`src/design/idc_pkg.sv`:
```
// Package of constants and types for the idle domain configuration block
// Operation
// - 16-bit config register, bits 15-10 read zero
// - Both clkgen bits and all required bits set: idle stops clock
// - Both clkgen bits clear: clock keeps running
// - Clkgen idle without extended bit: bus error
// - Clkgen idle, required bit clear: bus error
// - Bit 8 gates instruction port after idle
// - Bit 7 clear keeps DMA/host port active
// - Bit 7 set disables DMA/host port
// - Writes change nothing until idle executes
package idc_pkg;
    localparam int unsigned CFG_W = 16;
    localparam int unsigned CFG_INDEX = 1;
    localparam logic [7:0] CFG_ADDR = 8'h04;
    localparam logic [7:0] ACTIVE_ADDR = 8'h08;
    localparam logic [7:0] IRQ_STAT_ADDR = 8'h0c;
    localparam logic [7:0] IRQ_CLR_ADDR = 8'h10;
    localparam logic [7:0] IRQ_EN_ADDR = 8'h14;
    localparam logic [15:0] CFG_RESET = 16'h0000;
    localparam logic [15:0] CFG_WR_MASK = 16'h03ff;
    // Bits that must accompany clkgen idle: 0,1,2,5,6,7,8,9
    localparam logic [15:0] CLK_REQ_MASK = 16'h03e7;
    localparam int unsigned CPU_BIT = 0;
    localparam int unsigned MP_BIT = 1;
    localparam int unsigned ICACHE_BIT = 2;
    localparam int unsigned PERIPH_BIT = 3;
    localparam int unsigned CLKGEN_BIT = 4;
    localparam int unsigned EXTMEM_BIT = 5;
    localparam int unsigned IO_BIT = 6;
    localparam int unsigned DMA_BIT = 7;
    localparam int unsigned INSTR_FETCH_PORT_BIT = 8;
    localparam int unsigned CLKEXT_BIT = 9;
    localparam int unsigned IRQ_BUSERR_BIT = 0;
    localparam int unsigned IRQ_IDLE_BIT = 1;
    localparam logic [1:0] RESP_OKAY = 2'h0;
    localparam logic [1:0] RESP_SLVERR = 2'h2;

    typedef struct packed {
        logic cpu_off;
        logic mp_off;
        logic icache_off;
        logic periph_off;
        logic clkgen_off;
        logic ext_mem_off;
        logic io_port_off;
        logic dma_host_port_off;
        logic instr_port_off;
    } idc_domains_t;
endpackage : idc_pkg

```
`src/design/idc_check.sv`:
```
// Legality check of an idle request combination
module idc_check (
    // Requested configuration
    input wire logic [15:0] cfg,
    // Verdict
    output logic clk_stop,
    output logic bus_error
);
    logic clk_i;
    logic ext_i;
    logic all_req;

    assign clk_i = cfg[idc_pkg::CLKGEN_BIT];
    assign ext_i = cfg[idc_pkg::CLKEXT_BIT];
    assign all_req = &(cfg | ~idc_pkg::CLK_REQ_MASK);
    // Stop only when both bits set
    assign clk_stop = clk_i & ext_i & all_req;
    assign bus_error = clk_i & ~all_req;
endmodule : idc_check

```
`src/design/idc_top.sv`:
```
// Idle domain configuration register with AXI4-Lite slave and idle control
//
// Added by the designer: the AXI4-Lite interface to the registers.
module idc_top (
    // Clock and reset
    input wire logic clk,
    input wire logic rst,
    // AXI4-Lite write address
    input wire logic [7:0] s_awaddr,
    input wire logic s_awvalid,
    output logic s_awready,
    // AXI4-Lite write data
    input wire logic [31:0] s_wdata,
    input wire logic [3:0] s_wstrb,
    input wire logic s_wvalid,
    output logic s_wready,
    // AXI4-Lite write response
    output logic [1:0] s_bresp,
    output logic s_bvalid,
    input wire logic s_bready,
    // AXI4-Lite read address
    input wire logic [7:0] s_araddr,
    input wire logic s_arvalid,
    output logic s_arready,
    // AXI4-Lite read data
    output logic [31:0] s_rdata,
    output logic [1:0] s_rresp,
    output logic s_rvalid,
    input wire logic s_rready,
    // Idle instruction from the CPU, one-cycle pulse
    input wire logic idle_exec,
    // Domain controls
    output idc_pkg::idc_domains_t domains_off,
    output logic irq
);
    ////////////////////////////////////////////////////////////////////////
    logic [15:0] cfg_q;
    logic [15:0] active_q;
    logic [1:0] stat_q;
    logic [1:0] en_q;
    logic aw_have_q;
    logic w_have_q;
    logic [7:0] awaddr_q;
    logic [31:0] wdata_q;
    logic [3:0] wstrb_q;
    logic bvalid_q;
    logic [1:0] bresp_q;
    logic rvalid_q;
    logic [31:0] rdata_q;
    logic [1:0] rresp_q;
    logic wr_fire;
    logic clk_stop;
    logic bus_error;
    logic [1:0] clr_bits;
    logic clr_fire;
    logic [31:0] rd_word;
    logic [1:0] rd_resp;

    // One word per register: byte address bits 1:0 are ignored
    function automatic logic addr_hit(input logic [7:0] addr, input logic [7:0] base);
        return addr[7:2] == base[7:2];
    endfunction : addr_hit

    idc_check u_check (
        .cfg(cfg_q),
        .clk_stop(clk_stop),
        .bus_error(bus_error)
    );

    ////////////////////////////////////////////////////////////////////////
    // Write channel capture, either order
    assign s_awready = ~aw_have_q & ~bvalid_q;
    assign s_wready = ~w_have_q & ~bvalid_q;
    assign wr_fire = aw_have_q & w_have_q & ~bvalid_q;

    always_ff @(posedge clk) begin
        if (rst) begin
            aw_have_q <= 1'b0;
            w_have_q <= 1'b0;
            awaddr_q <= 8'h00;
            wdata_q <= 32'h00000000;
            wstrb_q <= 4'h0;
        end else begin
            if (s_awvalid && s_awready) begin
                aw_have_q <= 1'b1;
                awaddr_q <= s_awaddr;
            end else if (wr_fire) begin
                aw_have_q <= 1'b0;
            end
            if (s_wvalid && s_wready) begin
                w_have_q <= 1'b1;
                wdata_q <= s_wdata;
                wstrb_q <= s_wstrb;
            end else if (wr_fire) begin
                w_have_q <= 1'b0;
            end
        end
    end

    always_ff @(posedge clk) begin
        if (rst) begin
            bvalid_q <= 1'b0;
            bresp_q <= idc_pkg::RESP_OKAY;
        end else if (wr_fire) begin
            bvalid_q <= 1'b1;
            if (awaddr_q[7:2] == idc_pkg::CFG_ADDR[7:2]) begin
                bresp_q <= idc_pkg::RESP_OKAY;
            end else if (awaddr_q[7:2] == idc_pkg::IRQ_CLR_ADDR[7:2]) begin
                bresp_q <= idc_pkg::RESP_OKAY;
            end else if (awaddr_q[7:2] == idc_pkg::IRQ_EN_ADDR[7:2]) begin
                bresp_q <= idc_pkg::RESP_OKAY;
            end else begin
                bresp_q <= idc_pkg::RESP_SLVERR;
            end
        end else if (s_bready) begin
            bvalid_q <= 1'b0;
        end
    end

    assign s_bvalid = bvalid_q;
    assign s_bresp = bresp_q;

    ////////////////////////////////////////////////////////////////////////
    // Config register, lanes 0 and 1
    always_ff @(posedge clk) begin
        if (rst) begin
            cfg_q <= idc_pkg::CFG_RESET;
        end else if (wr_fire && awaddr_q[7:2] == idc_pkg::CFG_ADDR[7:2]) begin
            if (wstrb_q[0]) begin
                cfg_q[7:0] <= wdata_q[7:0];
            end
            if (wstrb_q[1]) begin
                cfg_q[15:8] <= wdata_q[15:8] & idc_pkg::CFG_WR_MASK[15:8];
            end
        end
    end

    // Applied state changes only on idle; stays put if the request faults
    always_ff @(posedge clk) begin
        if (rst) begin
            active_q <= idc_pkg::CFG_RESET;
        end else if (idle_exec && !bus_error) begin
            active_q <= cfg_q;
        end
    end

    assign domains_off.instr_port_off = active_q[idc_pkg::INSTR_FETCH_PORT_BIT];
    assign domains_off.dma_host_port_off = active_q[idc_pkg::DMA_BIT];
    assign domains_off.cpu_off = active_q[idc_pkg::CPU_BIT];
    assign domains_off.mp_off = active_q[idc_pkg::MP_BIT];
    assign domains_off.icache_off = active_q[idc_pkg::ICACHE_BIT];
    assign domains_off.periph_off = active_q[idc_pkg::PERIPH_BIT];
    // Clock stops only with both bits
    assign domains_off.clkgen_off = active_q[idc_pkg::CLKGEN_BIT]
                                    & active_q[idc_pkg::CLKEXT_BIT];
    assign domains_off.ext_mem_off = active_q[idc_pkg::EXTMEM_BIT];
    assign domains_off.io_port_off = active_q[idc_pkg::IO_BIT];

    ////////////////////////////////////////////////////////////////////////
    // Interrupt status, enable and clear
    assign clr_fire = wr_fire && awaddr_q[7:2] == idc_pkg::IRQ_CLR_ADDR[7:2] && wstrb_q[0];
    assign clr_bits = clr_fire ? wdata_q[1:0] : 2'h0;

    always_ff @(posedge clk) begin
        if (rst) begin
            stat_q <= 2'h0;
        end else begin
            stat_q[idc_pkg::IRQ_BUSERR_BIT] <= (idle_exec & bus_error)
                | (stat_q[idc_pkg::IRQ_BUSERR_BIT] & ~clr_bits[idc_pkg::IRQ_BUSERR_BIT]);
            stat_q[idc_pkg::IRQ_IDLE_BIT] <= (idle_exec & ~bus_error)
                | (stat_q[idc_pkg::IRQ_IDLE_BIT] & ~clr_bits[idc_pkg::IRQ_IDLE_BIT]);
        end
    end

    always_ff @(posedge clk) begin
        if (rst) begin
            en_q <= 2'h0;
        end else if (wr_fire && awaddr_q[7:2] == idc_pkg::IRQ_EN_ADDR[7:2] && wstrb_q[0]) begin
            en_q <= wdata_q[1:0];
        end
    end

    assign irq = |(stat_q & en_q);

    ////////////////////////////////////////////////////////////////////////
    // Read channel, one word per register, clear register reads zero
    assign s_arready = ~rvalid_q;

    // Word select; unmapped offsets answer with an error and zero data
    always_comb begin
        rd_word = 32'h00000000;
        rd_resp = idc_pkg::RESP_OKAY;
        if (addr_hit(s_araddr, idc_pkg::CFG_ADDR)) begin
            rd_word = {16'h0000, cfg_q};
        end else if (addr_hit(s_araddr, idc_pkg::ACTIVE_ADDR)) begin
            rd_word = {16'h0000, active_q};
        end else if (addr_hit(s_araddr, idc_pkg::IRQ_STAT_ADDR)) begin
            rd_word = {30'h00000000, stat_q};
        end else if (addr_hit(s_araddr, idc_pkg::IRQ_CLR_ADDR)) begin
            rd_word = 32'h00000000;
        end else if (addr_hit(s_araddr, idc_pkg::IRQ_EN_ADDR)) begin
            rd_word = {30'h00000000, en_q};
        end else begin
            rd_resp = idc_pkg::RESP_SLVERR;
        end
    end

    // Read valid, held until the master takes it
    always_ff @(posedge clk) begin
        if (rst) begin
            rvalid_q <= 1'b0;
        end else if (s_arvalid && s_arready) begin
            rvalid_q <= 1'b1;
        end else if (s_rready) begin
            rvalid_q <= 1'b0;
        end
    end

    // Data captured with the address, so it stands while rvalid stands
    always_ff @(posedge clk) begin
        if (rst) begin
            rdata_q <= 32'h00000000;
            rresp_q <= idc_pkg::RESP_OKAY;
        end else if (s_arvalid && s_arready) begin
            rdata_q <= rd_word;
            rresp_q <= rd_resp;
        end
    end

    assign s_rvalid = rvalid_q;
    assign s_rdata = rdata_q;
    assign s_rresp = rresp_q;
endmodule : idc_top

```
`config.mk`:
```
export PLATFORM = sky130hd
export DESIGN_NAME = idc_top
export DESIGN_NICKNAME = d
export VERILOG_FILES = /design/src/design/idc_pkg.sv /design/src/design/idc_check.sv /design/src/design/idc_top.sv
export SDC_FILE = /design/constraint.sdc
export NUM_CORES = 1
export LEC_CHECK = 0
export BUFFER_PORTS_ARGS = -buffer_cell sky130_fd_sc_hd__buf_2
export CELL_PAD_IN_SITES_DETAIL_PLACEMENT = 0
export CELL_PAD_IN_SITES_GLOBAL_PLACEMENT = 2
export CORE_UTILIZATION = 28
export CTS_BUF_LIST = sky130_fd_sc_hd__clkbuf_4
export DETAILED_ROUTE_END_ITERATION = 10
export GPL_TIMING_DRIVEN = 0
export PLACE_DENSITY_LB_ADDON = 0.1
export SETUP_SLACK_MARGIN = 0.1
export SYNTH_ARGS = -nofsm -noshare
export SYNTH_HDL_FRONTEND = slang
export SYNTH_SLANG_ARGS = --single-unit
export TNS_END_PERCENT = 5
```
`constraint.sdc`:
```
create_clock -name clk -period 2.6 [get_ports clk]
set_clock_uncertainty 0.05 [all_clocks]
set_input_delay 0.52 -clock clk [delete_from_list [all_inputs] [get_ports clk]]
set_output_delay 0.52 -clock clk [all_outputs]
set_load 0.02 [all_outputs]
```
## Word-level counts from Yosys, hierarchy flattened

Index checks and enable logic that the tools add are counted.

| cells by class | value |
|---|---|
| $add $sub $neg | 0 |
| multiply operators | 0 |
| divide/modulo/power cells | 0 |
| $lt $le $gt $ge | 0 |
| equality and inequality tests | 8 |
| shift operators | 0 |
| multiplexer cells | 21 |
| bitwise logic cells | 21 |
| reduce and logical (&&, ||, !) cells | 18 |

Operators by type and width:

| cell | count |
|---|---|
| equality test 6 x 3 -> 1 bit (second input constant) | 4 |
| 2-to-1 mux 2 bit | 12 |
| 2-to-1 mux 10 bit | 2 |
| equality test 6 x 1 -> 1 bit (second input constant) | 2 |
| equality test 6 x 2 -> 1 bit (second input constant) | 2 |
| AND 1 bit | 10 |
| logical AND 1 bit | 9 |
| NOT 1 bit | 8 |
| AND reduction 8 bit | 1 |
| nonzero test 2 bit | 4 |
| 2-to-1 mux 1 bit | 7 |
| AND reduction 2 bit | 2 |
| AND 2 bit | 1 |
| bitwise OR 1 bit | 2 |
| OR reduction 2 bit | 1 |
| zero test 1 bit | 1 |

| word-level totals | value |
|---|---|
| register bits after elaboration | 84 |
| bits in latches | 0 |
| memory bits (writable) | 0 |
| ROM bits | 0 |
| bits of input ports | 60 |
| output and inout bits | 51 |
| word-level logic and storage cells | 83 |
| memories | 0 |

## Depth between registers and ports, before layout

| logic depth | value |
|---|---|
| depth after elaboration | 8 |
| depth in mapped cells | 5 |
| depth with buffers taken out | 3 |

## Modules after synthesis

From an unflattened synthesis, not the netlist that was laid out.

| unflattened totals | value |
|---|---|
| cell total of the unflattened synthesis | 320 |
| area, all modules | 2723.9 um^2 |

Modules (own cells, without submodules):

| module | instances | cells an instance | area each (um^2) | seq. area each (um^2) |
|---|---|---|---|---|
| idc_top | 1 | 315 | 2695.1 | 1161.1 |
| idc_check | 1 | 5 | 28.8 | 0.0 |

## Worst setup path before layout

No wires, ideal clock.

| path | value |
|---|---|
| kind | flip-flop to flip-flop |
| from | reg awaddr_q[5] |
| to | reg en_q[0] |
| library setup time | 0.116 ns |
| data arrival time | 1.644 ns |
| path slack | 0.789 ns |
| stages on the path, launching flop included | 5 |
| path buffers | 1 |
| path through | dfxtp_1 -> or4_4 -> buf_6 -> or3_2 -> a31o_2 |

| between the ends | value |
|---|---|
| word-level cells in the longest chain between the ends | 3 |

RTL lines:

| item | line | source |
|---|---|---|
| start, declared | idc_top.sv:43 | `logic [7:0] awaddr_q;` |
| start signal, assigned | idc_top.sv:86 | `awaddr_q <= s_awaddr;` |
| equality test 6 x 3 -> 1 bit | idc_top.sv:178 | `end else if (wr_fire && awaddr_q[7:2] == idc_pkg::IRQ_EN_ADDR[7:2] && wstrb_q[0]) begin` |
| logical AND 1 bit (2 in series) | idc_top.sv:178 |  |
| end signal, assigned | idc_top.sv:179 | `en_q <= wdata_q[1:0];` |
| end, declared | idc_top.sv:40 | `logic [1:0] en_q;` |

No other way between the ends.
A chain may end at the register's enable or synchronous reset.

## Final worst setup path

| path | value |
|---|---|
| from | reg awaddr_q[5] |
| to | reg cfg_q[5] |

| between the ends | value |
|---|---|
| word-level cells in the longest chain between the ends | 3 |

RTL lines:

| item | line | source |
|---|---|---|
| equality test 6 x 1 -> 1 bit | idc_top.sv:128 | `end else if (wr_fire && awaddr_q[7:2] == idc_pkg::CFG_ADDR[7:2]) begin` |
| logical AND 1 bit | idc_top.sv:128 |  |
| AND reduction 2 bit (no source line) | n/a |  |
| end signal, assigned | idc_top.sv:127 | `cfg_q <= idc_pkg::CFG_RESET;` |
| end signal, assigned | idc_top.sv:130 | `cfg_q[7:0] <= wdata_q[7:0];` |
| end, declared | idc_top.sv:37 | `logic [15:0] cfg_q;` |

No other way between the ends.

==> qor.txt <==
status -> complete, no violations
Hold Path Class -> in2reg
Critical Path AT -> 2290 ps
CP Capture Type -> flop
Worst Path Buf+Inv -> 1
FP Rows -> 36
Avg Cell Area, Syn -> 8.29 sq um
crit path cell chain -> or4_4 > buf_6 > nor4_4 > mux2i_1
vias in the first global route -> 2409
layout cell share with drive strength beyond 1 -> 25.1%
Synth Flop Type -> dfxtp_1
sequential share of the synthesized area -> 39.9%
Max Freq -> 497 MHz
Post-CTS Hold Buffers -> 0
GRT overflow -> 0
Core Footprint -> 0.00991 sq mm
clk_lat worst skew -> 400 ps
CTS Root Cell -> clkbuf_4
hold path cells -> 2
FFs w/ async S/R, synth -> 0%
CTS Sinks -> 58
setup TNS -> 0 ps
worst r2r dst -> cfg_q[5]
Max VDD drop -> 0.152 mV
Worst slew margin -> 33.2%
Post-DP HPWL -> 5790 um
drt via density -> 4.55
number of vias in the routed layout -> 2637
DRT antenna net count -> 0
Synth area leader -> dfxtp_1
Initial Utilization -> 29.4%
Port-buffer cells -> 58
DRC Markers -> 0
post-synth top area share -> 39.9%
HP Start -> s_rready
Setup CP Type -> reg2reg
Synth Cell Area -> 0.00291 sq mm
Critical R2R Launch -> awaddr_q[5]
fillcell total -> 1125
Pre-antenna DRT Iters -> 4
delay-heaviest family, CP -> simple AND/OR/NAND/NOR gates
crit path max fanout -> 8
Worst Reg-to-Reg Cells -> 4
WL final -> 7600 um
Yosys warning total -> 0
Total GRT Usage -> 14.4%
Die Area -> 0.0108 sq mm
slew at the pin closest to its max-slew limit -> 1000 ps
period utilization -> 77.5%
RePlAce Congestion -> 0.782
Critical-path top delay cell -> nor4_4
slowest stage delay, CP -> 630 ps
RSZ-0062 raised after global routing -> no
post_cts resized -> 0
largest cells by area after synthesis -> dfxtp_1 (40%), buf_4 (8.3%), nand2_1 (6.8%)
Fin. Hold Viols -> 0
Die Y -> 104 um
cell area power density -> 492 mW/mm^2
DR iter-0 viols -> 97
antenna violations before repair -> 0
first-pass GRT wire length -> 12500 um
io pins -> 111
reg2reg setup slack -> 590 ps
TritonCTS buffer count -> 9
Area growth syn-to-layout -> 22.0%
Post-synth EDFFs -> 0
Tot Pwr -> 0.00175 W
H-tree depth -> 3
Routed WL per cell -> 13.1 um
min Tclk post-route -> 2010 ps
flops & latches, synth -> 58
Antenna diodes -> 0
post-CTS setup buffers -> 0
Startpoint Class -> flop
Mapped Cells -> 351
max-slew violation count -> 0
Final setup viols -> 0
CTS max path bufs -> 2
CP required -> 2880 ps
Netlist cell types -> 42
maxcap violations -> 0
CTS clk-pin slew, worst paths -> 100 ps
largest net degree at the start of global routing -> 11
Hold Path End -> s_rvalid
die width -> 104 um
Nets -> 503
Pleak -> 1.43 nW
CTS tree -> built
[kinds of logic (layout without fill, tap and decap cells)]
| family | Yosys count | after routing | share of synthesized area [%] |
|---|---|---|---|
| AND/OR/NAND/NOR | 145 | 145 | 26.1 |
| buffers and inverters | 62 | 135 | 12.4 |
| multiplexers | 18 | 18 | 6.27 |
| other | 1 | 24 | 0.129 |
| AO/OA/AOI/OAI | 67 | 67 | 15.2 |
| flip-flops | 58 | 58 | 39.9 |
[per-stage QoR]
step	hold slack [ps]	util, %	std cells	setup slack (ps)	area [sq um]
6_report	242	35.8	580	586	3550
5_1_grt	215	35.8	580	485	3550
4_1_cts	219	35.8	580	580	3550
3_5_place_dp	400	34.9	565	223	3450
3_3_place_gp	394	34.9	565	225	3450
2_1_floorplan	387	-	374	789	3000
[registers in the layout (all words and copies together) (netlist names)]
| signal | flops |
|---|---|
| active_q | 10 |
| aw_have_q | 1 |
| awaddr_q | 6 |
| cfg_q | 10 |
| en_q | 2 |
| s_bresp | 1 |
| s_bvalid | 1 |
| s_rdata | 10 |
| s_rresp | 1 |
| s_rvalid | 1 |
| stat_q | 2 |
| w_have_q | 1 |
| wdata_q | 10 |
| wstrb_q | 2 |
[final cells by class]
| cell class | instances | area [sq um] | share of cell area, % |
|---|---|---|---|
| Clock inverter | 5 | 22.5 | 0.634 |
| Sequential cell | 58 | 1160 | 32.7 |
| Inverter | 4 | 15.0 | 0.423 |
| Clock buffer | 10 | 75.1 | 2.11 |
| Buffer | 58 | 345 | 9.72 |
| Timing Repair Buffer | 58 | 290 | 8.17 |
| Multi-Input combinational cell | 254 | 1480 | 41.6 |
| Tap cell | 133 | 166 | 4.68 |
[how the worst max path moves through the flow]
stage                      startpoint           to  slack [ps]  cells after the start
after floorplan           awaddr_q[5]      en_q[0]         790                      4
after global placement            rst  awaddr_q[3]         230                      5
after detailed placement          rst  awaddr_q[6]         220                      5
after CTS                 awaddr_q[5]     cfg_q[4]         580                      4
after global routing      awaddr_q[5]     cfg_q[1]         480                      4
final                     awaddr_q[5]     cfg_q[5]         590                      4
[cell usage after synthesis (9+ instances only)]
master	instances
buf_4	32
clkbuf_1	21
o2111ai_1	9
nand3_1	26
nand2_1	53
dfxtp_1	58
nor3b_1	13
a31oi_1	18
o21ai_0	9
mux2i_1	16
nor2_1	13
or4_1	9
a21oi_1	17
[layout by cell type (no fill, tap or decap), types with 16 or more instances in the layout]
cell and n:
clkbuf_1 21, nand2_1 53, a31oi_1 18, a21oi_1 17
buf_4 32, buf_2 58, mux2i_1 16, conb_1 24
nand3_1 26, dfxtp_1 58
[where the power goes]
part | switching (W) | total (W) | internal, W
logic | 0.000170 | 0.000278 | 0.000108
registers | 0.0000262 | 0.000950 | 0.000924
clock network | 0.000327 | 0.000518 | 0.000191
total | 0.000523 | 0.00175 | 0.00122
[per-layer routing]
| metal | part of all wire, % | GRT usage (%) | wire length (um) |
|---|---|---|---|
| met1 | 50 | 19.0 | 3790 |
| met2 | 44 | 22.7 | 3350 |
| met3 | 4.9 | 3.70 | 369 |
| met4 | 1.3 | 5.20 | 99 |
| met5 | 0 | 0 | 0 |
Note: power is estimated with default switching activity, not from simulation.
